File: src/verilog/pswr_pkg.sv
// constants of the pyro sensor single wire readout block
// What this block does
// - packet is second channel [41:28], first channel [27:14], temperature [13:0].
// - all three values are unsigned 14-bit; channels are low-pass filtered upstream.
// - channel below 511 or above full scale minus 511 shorts input about 16 ms.
// - a low to high line transition starts any transfer, from either side.
// - no host start for longer than 14.6 ms makes the device drive high.
// - without host starts the device raises a request periodically, after 14.6 ms in idle.
// - host makes a rising edge per bit; device waits for it before presenting.
// - after each host rising edge device pulls low for zero, leaves high for one.
// - line low for 145 us at any bit aborts the packet.
package pswr_pkg;
   localparam int CLK_PERIOD_NS = 8;
   localparam int SAMPLE_BITS = 14;
   localparam int PACKET_BITS = 42;
   localparam int SECOND_LSB = 28;
   localparam int FIRST_LSB = 14;
   localparam int TEMP_LSB = 0;
   localparam logic [13:0] RANGE_MARGIN = 14'h01ff;
   localparam logic [13:0] RANGE_LOW = RANGE_MARGIN;
   localparam logic [13:0] RANGE_HIGH = 14'h3fff - RANGE_MARGIN;
   // times in their own unit
   localparam int START_HOLD_HIGH_TIME_NS = 110000;
   localparam int SAMPLE_PERIOD_NS = 14600000;
   localparam int DISCHARGE_TIME_NS = 16000000;
   localparam int ABORT_LOW_TIME_NS = 145000;
   localparam int BIT_SETTLE_TIME_NS = 2000;
   localparam int REQ_DRIVE_TIME_NS = 200;
   // derived cycle counts; least times round up, longest round down
   localparam int START_HOLD_CYC = (START_HOLD_HIGH_TIME_NS + CLK_PERIOD_NS - 1) / CLK_PERIOD_NS;
   localparam int SAMPLE_PERIOD_CYC = SAMPLE_PERIOD_NS / CLK_PERIOD_NS;
   localparam int DISCHARGE_CYC = DISCHARGE_TIME_NS / CLK_PERIOD_NS;
   localparam int ABORT_LOW_CYC = (ABORT_LOW_TIME_NS + CLK_PERIOD_NS - 1) / CLK_PERIOD_NS;
   localparam int BIT_SETTLE_CYC = (BIT_SETTLE_TIME_NS + CLK_PERIOD_NS - 1) / CLK_PERIOD_NS;
   localparam int REQ_DRIVE_CYC = (REQ_DRIVE_TIME_NS + CLK_PERIOD_NS - 1) / CLK_PERIOD_NS;
   localparam int CNT_W = 24;
   localparam logic [5:0] LAST_BIT = 6'h29;
   typedef enum logic [5:0] {
      PSWR_IDLE    = 6'h01,
      PSWR_HSTART  = 6'h02,
      PSWR_REQ     = 6'h04,
      PSWR_WAITLOW = 6'h08,
      PSWR_SHIFT   = 6'h10,
      PSWR_TAIL    = 6'h20
   } pswr_state_t;
endpackage

File: src/verilog/pswr_discharge.sv
// out-of-range detector and discharge timer for one channel
`timescale 1ns/1ps
module pswr_discharge #(
   parameter int DISCHARGE_CYC = pswr_pkg::DISCHARGE_CYC
) (
   // clock and reset
   input wire logic clk,
   input wire logic nrst,
   input wire logic ce,
   // sample in
   input wire logic sample_valid,
   input wire logic [13:0] sample,
   // discharge switch
   output logic short_input
);
   logic [pswr_pkg::CNT_W-1:0] cnt;
   wire out_of_range = (sample < pswr_pkg::RANGE_LOW) || (sample > pswr_pkg::RANGE_HIGH);
   wire trigger = sample_valid && out_of_range;
   wire [pswr_pkg::CNT_W-1:0] dis_cyc = pswr_pkg::CNT_W'(DISCHARGE_CYC);
   wire at_end = (cnt == dis_cyc - 1'b1);

   always_ff @(posedge clk) begin
      if (!nrst) begin
         cnt <= '0;
         short_input <= 1'b0;
      end else if (ce) begin
         // a fresh trigger restarts the window so the element gets a full discharge
         if (trigger) begin
            cnt <= '0;
            short_input <= 1'b1;
         end else if (short_input) begin
            cnt <= cnt + 1'b1;
            if (at_end) begin
               short_input <= 1'b0;
            end
         end
      end
   end

   property p_short_on;
      @(posedge clk) disable iff (!nrst) (ce && trigger) |=> short_input;
   endproperty
   a_short_on: assert property (p_short_on) else $error("discharge did not start");

   property p_short_end;
      @(posedge clk) disable iff (!nrst)
         (ce && short_input && at_end && !trigger) |=> !short_input;
   endproperty
   a_short_end: assert property (p_short_end) else $error("discharge did not end");
endmodule

File: src/verilog/pswr_top.sv
// device end of the pyro sensor single wire readout link
`timescale 1ns/1ps
module pswr_top #(
   parameter int START_HOLD_CYC = pswr_pkg::START_HOLD_CYC,
   parameter int SAMPLE_PERIOD_CYC = pswr_pkg::SAMPLE_PERIOD_CYC,
   parameter int ABORT_LOW_CYC = pswr_pkg::ABORT_LOW_CYC,
   parameter int DISCHARGE_CYC = pswr_pkg::DISCHARGE_CYC
) (
   // clock and reset
   input wire logic clk,
   input wire logic nrst,
   input wire logic ce,
   // filtered samples from the converter
   input wire logic sample_valid,
   input wire logic [13:0] first_channel,
   input wire logic [13:0] second_channel,
   input wire logic [13:0] temperature,
   // shared line, enable low while driving
   input wire logic line_in,
   output logic line_out,
   output logic line_oe_n,
   // discharge switches, index 0 first channel
   output logic [1:0] short_input,
   // status
   output logic busy
);
   pswr_pkg::pswr_state_t state, next_state;
   logic [pswr_pkg::CNT_W-1:0] cnt;
   logic [pswr_pkg::CNT_W-1:0] low_cnt;
   logic [pswr_pkg::CNT_W-1:0] drive_cnt;
   logic [5:0] idx;
   logic [pswr_pkg::PACKET_BITS-1:0] packet;
   logic [13:0] first_hold, second_hold, temp_hold;
   logic line_q;

   wire rise = line_in && !line_q;
   wire [pswr_pkg::CNT_W-1:0] start_cyc = pswr_pkg::CNT_W'(START_HOLD_CYC);
   wire [pswr_pkg::CNT_W-1:0] period_cyc = pswr_pkg::CNT_W'(SAMPLE_PERIOD_CYC);
   wire [pswr_pkg::CNT_W-1:0] abort_cyc = pswr_pkg::CNT_W'(ABORT_LOW_CYC);
   wire [pswr_pkg::CNT_W-1:0] settle_cyc = pswr_pkg::CNT_W'(pswr_pkg::BIT_SETTLE_CYC);
   wire [pswr_pkg::CNT_W-1:0] req_cyc = pswr_pkg::CNT_W'(pswr_pkg::REQ_DRIVE_CYC);
   wire timeout = (cnt >= period_cyc - 1'b1);
   wire start_long = (cnt >= start_cyc - 1'b1);
   wire abort = !line_in && (low_cnt >= abort_cyc - 1'b1);
   wire driving = !line_oe_n;
   wire cur_bit = packet[idx];
   wire last_bit = (idx == 6'h00);
   wire [pswr_pkg::PACKET_BITS-1:0] snapshot = {second_hold, first_hold, temp_hold};
   wire enter_shift = (next_state == pswr_pkg::PSWR_SHIFT) && (state != pswr_pkg::PSWR_SHIFT);

   // next state; a start counts only if the line stays high for the start hold time before it falls
   always_comb begin
      next_state = state;
      case (state)
         pswr_pkg::PSWR_IDLE: begin
            if (rise) next_state = pswr_pkg::PSWR_HSTART;
            else if (timeout) next_state = pswr_pkg::PSWR_REQ;
         end
         pswr_pkg::PSWR_HSTART: begin
            if (!line_in) next_state = start_long ? pswr_pkg::PSWR_SHIFT : pswr_pkg::PSWR_IDLE;
         end
         pswr_pkg::PSWR_REQ: begin
            if (cnt >= req_cyc - 1'b1) next_state = pswr_pkg::PSWR_WAITLOW;
         end
         pswr_pkg::PSWR_WAITLOW: begin
            if (!line_in) next_state = pswr_pkg::PSWR_SHIFT;
         end
         pswr_pkg::PSWR_SHIFT: begin
            if (abort) next_state = pswr_pkg::PSWR_IDLE;
            else if (rise && last_bit) next_state = pswr_pkg::PSWR_TAIL;
         end
         pswr_pkg::PSWR_TAIL: begin
            if (abort) next_state = pswr_pkg::PSWR_IDLE;
            else if (!driving && !line_in) next_state = pswr_pkg::PSWR_IDLE;
         end
         default: next_state = pswr_pkg::PSWR_IDLE;
      endcase
   end

   always_ff @(posedge clk) begin
      if (!nrst) begin
         line_q <= 1'b0;
         low_cnt <= '0;
      end else if (ce) begin
         line_q <= line_in;
         low_cnt <= line_in ? '0 : low_cnt + 1'b1;
      end
   end

   // samples are held so a packet is never torn by a mid-transfer update
   always_ff @(posedge clk) begin
      if (!nrst) begin
         first_hold <= 14'h0000;
         second_hold <= 14'h0000;
         temp_hold <= 14'h0000;
      end else if (ce && sample_valid) begin
         first_hold <= first_channel;
         second_hold <= second_channel;
         temp_hold <= temperature;
      end
   end

   always_ff @(posedge clk) begin
      if (!nrst) begin
         state <= pswr_pkg::PSWR_IDLE;
         cnt <= '0;
      end else if (ce) begin
         state <= next_state;
         // counter restarts at each state change; in idle it is the request timer
         cnt <= (next_state != state) ? '0 : cnt + 1'b1;
      end
   end

   always_ff @(posedge clk) begin
      if (!nrst) begin
         packet <= '0;
         idx <= pswr_pkg::LAST_BIT;
      end else if (ce) begin
         if (enter_shift) begin
            packet <= snapshot;
            idx <= pswr_pkg::LAST_BIT;
         end else if (state == pswr_pkg::PSWR_SHIFT && rise && !last_bit) begin
            idx <= idx - 1'b1;
         end
      end
   end

   // a zero is held only for the settle time, then the line is released
   // so a host edge for the next bit never fights the device
   always_ff @(posedge clk) begin
      if (!nrst) begin
         line_out <= 1'b0;
         line_oe_n <= 1'b1;
         drive_cnt <= '0;
      end else if (ce) begin
         if (next_state == pswr_pkg::PSWR_REQ) begin
            line_out <= 1'b1;
            line_oe_n <= 1'b0;
         end else if (state == pswr_pkg::PSWR_SHIFT && rise && !abort) begin
            line_out <= 1'b0;
            line_oe_n <= cur_bit;
            drive_cnt <= '0;
         end else if (driving && state != pswr_pkg::PSWR_REQ) begin
            drive_cnt <= drive_cnt + 1'b1;
            if (drive_cnt >= settle_cyc - 1'b1 || next_state == pswr_pkg::PSWR_IDLE) begin
               line_oe_n <= 1'b1;
            end
         end else begin
            line_oe_n <= 1'b1;
            line_out <= 1'b0;
         end
      end
   end

   always_ff @(posedge clk) begin
      if (!nrst) begin
         busy <= 1'b0;
      end else if (ce) begin
         busy <= (next_state == pswr_pkg::PSWR_SHIFT) || (next_state == pswr_pkg::PSWR_TAIL);
      end
   end

   genvar g;
   generate
      for (g = 0; g < 2; g++) begin : g_dis
         pswr_discharge #(.DISCHARGE_CYC(DISCHARGE_CYC)) u_dis (
            .clk(clk),
            .nrst(nrst),
            .ce(ce),
            .sample_valid(sample_valid),
            .sample(g == 0 ? first_channel : second_channel),
            .short_input(short_input[g])
         );
      end
   endgenerate

   property p_zero_bit;
      @(posedge clk) disable iff (!nrst)
         (ce && state == pswr_pkg::PSWR_SHIFT && rise && !abort && !cur_bit)
            |=> (!line_oe_n && !line_out);
   endproperty
   a_zero_bit: assert property (p_zero_bit) else $error("zero bit not driven low");

   property p_one_bit;
      @(posedge clk) disable iff (!nrst)
         (ce && state == pswr_pkg::PSWR_SHIFT && rise && !abort && cur_bit) |=> line_oe_n;
   endproperty
   a_one_bit: assert property (p_one_bit) else $error("one bit not released");

   property p_request;
      @(posedge clk) disable iff (!nrst)
         (ce && state == pswr_pkg::PSWR_IDLE && timeout && !rise)
            |=> (state == pswr_pkg::PSWR_REQ && !line_oe_n && line_out);
   endproperty
   a_request: assert property (p_request) else $error("no device request after idle");

   property p_abort;
      @(posedge clk) disable iff (!nrst)
         (ce && state == pswr_pkg::PSWR_SHIFT && abort) |=> state == pswr_pkg::PSWR_IDLE;
   endproperty
   a_abort: assert property (p_abort) else $error("long low did not abort");

   property p_short_start;
      @(posedge clk) disable iff (!nrst)
         (ce && state == pswr_pkg::PSWR_HSTART && !line_in && !start_long)
            |=> state == pswr_pkg::PSWR_IDLE;
   endproperty
   a_short_start: assert property (p_short_start) else $error("short start accepted");

   property p_good_start;
      @(posedge clk) disable iff (!nrst)
         (ce && state == pswr_pkg::PSWR_HSTART && !line_in && start_long)
            |=> (state == pswr_pkg::PSWR_SHIFT && idx == pswr_pkg::LAST_BIT);
   endproperty
   a_good_start: assert property (p_good_start) else $error("valid start refused");

   property p_last;
      @(posedge clk) disable iff (!nrst)
         (ce && state == pswr_pkg::PSWR_SHIFT && rise && !abort && last_bit)
            |=> state == pswr_pkg::PSWR_TAIL;
   endproperty
   a_last: assert property (p_last) else $error("packet did not end at bit zero");

   property p_pack;
      @(posedge clk) disable iff (!nrst)
         (ce && enter_shift && !sample_valid) |=>
            (packet[41:28] == $past(second_hold) && packet[27:14] == $past(first_hold)
             && packet[13:0] == $past(temp_hold));
   endproperty
   a_pack: assert property (p_pack) else $error("packet layout wrong");

   property p_step;
      @(posedge clk) disable iff (!nrst)
         (ce && state == pswr_pkg::PSWR_SHIFT && rise && !abort && !last_bit)
            |=> idx == $past(idx) - 6'h01;
   endproperty
   a_step: assert property (p_step) else $error("bit index not stepped");
endmodule

File: config.mk
export PLATFORM = sky130hd
export DESIGN_NAME = pswr_top
export DESIGN_NICKNAME = d
export VERILOG_FILES = /design/src/verilog/pswr_pkg.sv /design/src/verilog/pswr_discharge.sv /design/src/verilog/pswr_top.sv
export SDC_FILE = /design/constraint.sdc
export NUM_CORES = 1
export LEC_CHECK = 0
export CELL_PAD_IN_SITES_DETAIL_PLACEMENT = 1
export CELL_PAD_IN_SITES_GLOBAL_PLACEMENT = 2
export CORE_ASPECT_RATIO = 1.5
export CORE_MARGIN = 10
export CORE_UTILIZATION = 35
export DETAILED_ROUTE_END_ITERATION = 8
export DONT_BUFFER_PORTS = 1
export PLACE_DENSITY = 0.87
export SLEW_MARGIN = 10
export SYNTH_ARGS = -nofsm -noshare
export SYNTH_HDL_FRONTEND = slang
export SYNTH_HIERARCHICAL = 1
export SYNTH_SLANG_ARGS = --single-unit
File: constraint.sdc
create_clock -name clk -period 2.8 [get_ports clk]
set_input_delay 0 -clock clk [delete_from_list [all_inputs] [get_ports clk]]
set_output_delay 0 -clock clk [all_outputs]
set_load 0.05 [all_outputs]
==> flow_summary.toml, run 1 <==
[die]
io-pin-count = 52
die_w_um = 168
dieArea_um2 = 40400
die_height_um = 241
start_util_pct = 35.3
core_region_area_um2 = 32400
rows = 81

[synth]
yosys.area_share.simple_pct = 33.1
yosysSeqAreaShare_pct = 38.9
synth_ff_type = "dfxtp_1"
synth_top_family_by_area = "simple AND/OR/NAND/NOR gates"
synthTopCellsByArea = "dfxtp_1 39%, nand2_1 6.7%, nor2_1 4.2%, nand3_1 4.0%, mux2i_1 3.8%"
netlist_area_um2 = 11400
synth_mux_area_share_pct = 6.13
synth_cells = 1387
synth_fa_ha_area_share_pct = 1.31
synth_seq_cells = 222
synth_commonest_cells = "222 x dfxtp_1, 204 x nand2_1, 128 x nor2_1"
synth_xor_area_share_pct = 5.06
yosysUniqueCellTypes = 73
ys_warn_count = 6
synthesis.nets = 1446
synth_top_area_cell = "dfxtp_1"
synth_edf_count = 0
async_reset_ff_share_pct = 0
syn_area_per_cell_um2 = 8.24
synth-compound-area-share_pct = 11.6
yosysMostFrequentCell = "dfxtp_1"
synth_top_area_share_pct = 38.9

[route]
wl_met3_mm = 1.12
dr.max_layer_used = "met4"
wl_met1_mm = 13.6
via_count = 10477
dr.pass1.iters = 4
wl_per_cell_um = 18.4
ant_nets = 0
routed_wirelength_mm = 34.9
first_iter_violations = 504
vias_per_cell = 5.53
routed-wl-met2_mm = 19.2
drc_errors = 0

[global_route]
grt-ovfl-total = 0
grt_pass1_vias = 11071
grtUsageTotal_pct = 16.8
grt_pass1_wl_mm = 57.9
grt_max_degree = 157
antenna_found_initial = 1

[clock_tree]
clock_sinks = 222
numCtsBuffers = 24
root_buffer = "clkbuf_16"
cts_buffer_depth = 3
clkTransAtPathRegs_ns = 0.06
cts_tree = "built"
insertion_delay_ns = 0.55
htreeDepth = 1

[setup_path]
crit_slowest_cell = "nor4b_1"
cp-endpoint = "cnt[13]$_SDFFE_PN0P_"
crit_chain = "nor4b_1 -> and2_1 -> a22oi_2 -> a22o_1 -> and4_1 -> nor3b_2 -> buf_4 -> nor2_1"
critical_path_class = "reg -> reg"
start_kind = "flop"
cp.arrival_ns = 3.02
rr_startpoint = "low_cnt[12]$_SDFFE_PN0P_"
rrSetupSlack_ns = 0.19
cp.required_ns = 3.21
reg2reg_depth = 8
reg2reg_to = "cnt[13]$_SDFFE_PN0P_"
cp-end-kind = "flop"
path_max_fanout = 22
cp-startpoint = "low_cnt[12]$_SDFFE_PN0P_"
max_stage_delay_ns = 0.70

[sta]
setup_ws_ns = 0.189
tightestPinTransition_ns = 1.04
tns_ns = 0
period_minus_slack_ns = 2.61
rsz0062_at_grt = "false"
skew_ns = 0.0263
slew_headroom_pct = 30.0
post-route-period-util_pct = 93.2
fmaxAchievable_mhz = 383
setup_viol = 0
hold_viol_final = 0
drv_slew = 0

[pwr]
power.total_w = 0.00711
power_density_nw_per_um2 = 516
internal-power_w = 0.00542
leakage_nw = 5.07
pwr-share-comb_pct = 6.4
p_seq_share_pct = 45.5
p_clk_share_pct = 48.0
switching_share_pct = 23.7
switchingPower_w = 0.00169
max-vdd-ir-drop_mv = 0.523

[place]
port_buffers = 0
place_hpwl_mm = 22.1
dp_slack_ns = 0.107
finalWeightedCongestion = 0.794
place_inst = 1753

[finish]
layout-area-overhead-vs-synth_pct = 20.4
drive_above_1_share_pct = 8.40
fin_nets = 1518
final-instance-count-excl-fill = 1894

[job]
max-cap-violations = 0

[outcome]
status = "complete, no violations"

[min_path]
hold_path_class = "in -> reg"
kinds of logic after synthesis:
kind of cell	Yosys count
AO/OA/AOI/OAI	203
XOR/XNOR	66
adder cells (fa/ha/maj)	12
buffers and inverters	105
flip-flops	222
multiplexers	55
AND/OR/NAND/NOR	724
cell type report:
cell class                 count  area, µm²
sequential                   222       4440
antenna                        2       5.00
clock buffer                  35        702
clock inverter                 9        151
fill                        3825      18700
tap                          415        519
timing repair buffer         126       1240
inverter                      25       93.8
multi-input combinational   1060       6610
metrics by stage:
step	cell area (µm²)	hold slack (ns)	util, %
after CTS	13700	0.0000812	42.3
after floorplan	11400	0.145	-
final	13800	0.0305	42.5
after global routing	13800	0.0524	42.4
after global placement	11900	0.115	36.6
after detailed placement	11900	0.113	36.6
registers in the layout, summed over array words and instances, names as in the netlist, 14 cells and up:
| name | flops |
|---|---|
| second_hold | 14 |
| cnt | 24 |
| low_cnt | 24 |
| g_dis.u_dis/cnt | 48 |
| first_hold | 14 |
| temp_hold | 14 |
| drive_cnt | 24 |
| packet | 42 |
what timing repair did:
action | CTS | global route
buffers inserted | 0 | 1
endpoints found under the setup margin | 0 | 66
hold endpoints to repair | 204 | 0
hold buffers | 94 | 0
gates resized for setup | 0 | 10
routing by layer:
layer	vias up	global-route usage (%)
li1	5071	-
met5	-	0
met3	66	2.71
met2	153	32.9
met1	5187	17.6
met4	0	6.03
power groups by stage:
stage,Combinational [W],Clock (W),Sequential [W]
after floorplan,0.000245,0,0.00329
after global placement,0.000280,0,0.00331
after detailed placement,0.000288,0,0.00331
after CTS,0.000444,0.00352,0.00324
after global routing,0.000499,0.00365,0.00324
final,0.000457,0.00341,0.00324
how the worst min path moves through the flow:
stage / startpoint / end / cells past startpoint
CTS: sample_valid / temp_hold[9]$_SDFFE_PN0P_ / 4
finish: sample_valid / first_hold[10]$_SDFFE_PN0P_ / 4
global route: second_channel[9] / g_dis[1].u_dis/short_input$_SDFFE_PN0P_ / 4
global placement: nrst / idx[3]$_SDFFE_PN1P_ / 1
detailed placement: nrst / idx[3]$_SDFFE_PN1P_ / 1
floorplan: first_channel[0] / first_hold[0]$_SDFFE_PN0P_ / 2
placed cells by master, fill, tap and decap left out, drive strengths merged, types with 9 or more instances in the layout:
cell	synthesis	layout
a21boi	49	49
a21oi	41	41
a31oi	13	13
and2	14	14
and3	22	22
and4	11	11
buf	24	34
clkbuf	56	35
dfxtp	222	222
dlygate4sd3	0	92
ha	12	12
inv	23	24
mux2i	43	43
mux4	12	12
nand2	206	206
nand3	91	91
nand3b	12	12
nand4	53	53
nor2	129	129
nor2b	53	53
nor3	24	24
nor3b	9	9
nor4	33	33
nor4b	11	11
o21ai	51	51
or3	23	23
or4	13	13
xnor2	37	37
xor2	29	29
worst max-delay path: cells and delay by family (launching register included):
kind,cells,cell delay [ns]
AND/OR/NAND/NOR,5,1.44
AO/OA/AOI/OAI,2,0.39
flip-flops,1,0.36
buffers and inverters,1,0.29
(Power assumes the default switching activity.)
==> run 2: changes to the inputs <==
--- a/config.mk
+++ b/config.mk
@@ -7,2 +7,3 @@
 export LEC_CHECK = 0
+export ABC_AREA = 1
 export CELL_PAD_IN_SITES_DETAIL_PLACEMENT = 1
@@ -11,6 +12,6 @@
 export CORE_MARGIN = 10
-export CORE_UTILIZATION = 35
+export CORE_UTILIZATION = 33
 export DETAILED_ROUTE_END_ITERATION = 8
 export DONT_BUFFER_PORTS = 1
-export PLACE_DENSITY = 0.87
+export PLACE_DENSITY = 0.89
 export SLEW_MARGIN = 10
==> constraint.sdc (replaced) <==
create_clock -name clk -period 2.8 [get_ports clk]
set_input_delay 0.7 -clock clk [delete_from_list [all_inputs] [get_ports clk]]
set_output_delay 0.7 -clock clk [all_outputs]
set_load 0.05 [all_outputs]
==> flow_summary.toml, run 2 <==
[sta]
drv_slew = 0
rsz0062_at_grt = "false"
tightestPinTransition_ns = 0.679
post-route-period-util_pct = 87.3
fmaxAchievable_mhz = 409
setup_viol = 0
skew_ns = 0.0205
slew_headroom_pct = 54.3
hold_viol_final = 0
period_minus_slack_ns = 2.44
tns_ns = 0

[clock_tree]
root_buffer = "clkbuf_16"
clkTransAtPathRegs_ns = 0.06
cts_tree = "built"
htreeDepth = 1
insertion_delay_ns = 0.56
ctsHoldBuffers = 0
clock_sinks = 222
numCtsBuffers = 25
cts_buffer_depth = 3

[outcome]
status = "complete, no violations"

[global_route]
grt_pass1_vias = 12673
grt_util_met1_pct = 16.9
grt_pass1_wl_mm = 62.5
use_met3_pct = 2.30
grt-ovfl-total = 0
grt.met2_usage_pct = 31.8
grt_max_degree = 116
grtUsageTotal_pct = 16.3
grt_busiest_layer = "met2"
antenna_found_initial = 0

[synth]
synth_commonest_cells = "347 x nor2_1, 330 x nand2_1, 222 x dfxtp_1"
synth_seq_cells = 222
async_reset_ff_share_pct = 0
yosysMostFrequentCell = "nor2_1"
synth_top_area_share_pct = 35.8
ys_warn_count = 6
synth_top_area_cell = "dfxtp_1"
synth_cells = 1873
synth_ff_type = "dfxtp_1"
yosysSeqAreaShare_pct = 35.8
synth_edf_count = 0
yosysUniqueCellTypes = 52
synthTopCellsByArea = "dfxtp_1 36%, nor2_1 10%, nand2_1 10%, inv_1 5.7%, nand3_1 5.6%"
syn_area_per_cell_um2 = 6.63
synthesis.nets = 1932
netlist_area_um2 = 12400

[finish]
layout-area-overhead-vs-synth_pct = 10.5
reg_top3 = "g_dis.u_dis/cnt: 48 flops, packet: 42 flops"
layout_commonest_cell = "nor2_1"
layout_common_cells = "346 x nor2_1, 330 x nand2_1, 222 x dfxtp_1"
antenna-diode-count = 0
fin_nets = 1921
largest_reg_flops = 48
final-instance-count-excl-fill = 2363
drive_above_1_share_pct = 10.1
num-fill-cells = 4748
regMostFlops = "g_dis.u_dis/cnt"

[min_path]
hold_path_class = "in -> reg"
min_from = "ce"
hold_depth = 1
hold_end = "cnt[10]$_SDFFE_PN0P_"

[route]
vias_per_cell = 5.11
dr.pass1.iters = 5
first_iter_violations = 465
drc_errors = 0
wl_per_cell_um = 16.0
ant_nets = 0
routed_wirelength_mm = 37.8
via_count = 12079

[setup_path]
cp.required_ns = 3.25
max_stage_delay_ns = 0.43
cp-end-kind = "flop"
crit_family = "simple AND/OR/NAND/NOR gates"
crit_slowest_cell = "dfxtp_1"
cp.arrival_ns = 2.90
critical_path_class = "reg -> reg"
critPathBufInv = 3
reg2reg_depth = 16
rrSetupSlack_ns = 0.36
crit_chain = "inv_1 -> ha_1 -> inv_1 -> nand2_1 -> nand2_1 -> nand2_1 -> nand3_1 -> nand2_1 -> nand3_1 -> nand2_2 -> nor2_2 -> nor2_1 -> inv_1 -> nand2_1 -> o21ai_0 -> a21oi_1"
start_kind = "flop"
cp_common_cell = "nand2_1"
path_max_fanout = 10
rr_startpoint = "cnt[0]$_SDFFE_PN0P_"
reg2reg_to = "idx[4]$_SDFFE_PN0P_"

[place]
finalWeightedCongestion = 0.875
port_buffers = 0
place_hpwl_mm = 28.0
place_inst = 2319

[die]
dieArea_um2 = 45900
rows = 86
start_util_pct = 33.6
core_region_area_um2 = 36900
die_height_um = 258
io-pin-count = 52
die_w_um = 178

[pwr]
max-vdd-ir-drop_mv = 0.407
leakage_nw = 5.42
power_density_nw_per_um2 = 512

[job]
max-cap-violations = 0
-- run 2: cell count changes in the layout (fill, tap and decap cells not counted), sizes merged, moves of 21 or more --
| cell | change |
|---|---|
| a21boi | -48 |
| a21oi | +78 |
| and3 | -21 |
| dlygate4sd3 | -92 |
| inv | +185 |
| mux2i | -43 |
| nand2 | +161 |
| nand3 | +54 |
| nor2 | +275 |
| nor2b | -53 |
| o21ai | +80 |
| or3 | -23 |
| xnor2 | -30 |
-- run 2: cell families (layout without fill, tap and decap cells) --
logic type	Yosys count	after routing	share of synthesized area, %
and+or+nand+nor	1040	1040	38.7
AOI/OAI and AO/OA	293	293	12.9
buffers and inverters	272	278	8.93
DFF	222	222	35.8
xor gates and xnor gates	34	34	2.40
adders and majority gates	12	12	1.21
-- run 2: worst reg2reg max path, delay by kind of cell, from the launching register on --
family	cells	cell delay, ns
adder cells (fa/ha/maj)	1	0.20
flip-flops	1	0.43
AND/OR/NAND/NOR	10	1.18
buffers and inverters	3	0.33
AO/OA/AOI/OAI	2	0.21
-- run 2: through the flow --
stage	hold WS, ns	power (W)	util [%]	setup slack [ns]	area, µm²
final	0.276	0.00702	37.2	0.355	13700
after global routing	0.243	0.00731	37.2	0.0741	13700
after CTS	0.232	0.00714	37.2	0.0745	13700
after detailed placement	0.451	0.00371	34.9	0.0873	12900
after global placement	0.445	0.00369	34.9	0.144	12900
after floorplan	0.423	0.00363	-	0.564	12400
-- run 2: timing repair --
action                     CTS  global route
setup endpoints to repair    0            46
resized for setup            0             1
setup buffers                0             0
-- run 2: metal layers --
layer  part of all wire (%)  wire length [µm]
met4                    3.0              1130
met3                    3.2              1230
met1                     39             14800
met5                      0                 0
met2                     55             20700
-- run 2: worst max path at each step --
stage                                    from                       end  slack [ns]  cells after the start
after floorplan                            ce  low_cnt[23]$_SDFFE_PN0P_        0.56                     16
after detailed placement  cnt[0]$_SDFFE_PN0P_       idx[4]$_SDFFE_PN0P_        0.09                     16
after global routing      cnt[0]$_SDFFE_PN0P_   packet[39]$_SDFFE_PN0P_        0.07                     15
after CTS                 cnt[0]$_SDFFE_PN0P_       idx[4]$_SDFFE_PN0P_        0.07                     16
final                     cnt[0]$_SDFFE_PN0P_       idx[4]$_SDFFE_PN0P_        0.36                     16
after global placement    cnt[0]$_SDFFE_PN0P_       idx[4]$_SDFFE_PN0P_        0.14                     16
-- run 2: layout make-up --
cell class | count | area [µm²] | share of cell area (%)
inverter | 210 | 791 | 5.76
tap | 484 | 606 | 4.41
clock buffer | 35 | 683 | 4.98
timing repair buffer | 24 | 193 | 1.40
multi-input combinational | 1379 | 6860 | 50.0
sequential | 222 | 4440 | 32.4
clock inverter | 9 | 143 | 1.04
-- run 2: report_power, final --
part	leakage, nW	internal [W]	switching (W)
clock	0.404	0.00199	0.00140
combinational	3.22	0.000117	0.000243
sequential	1.80	0.00322	0.0000486
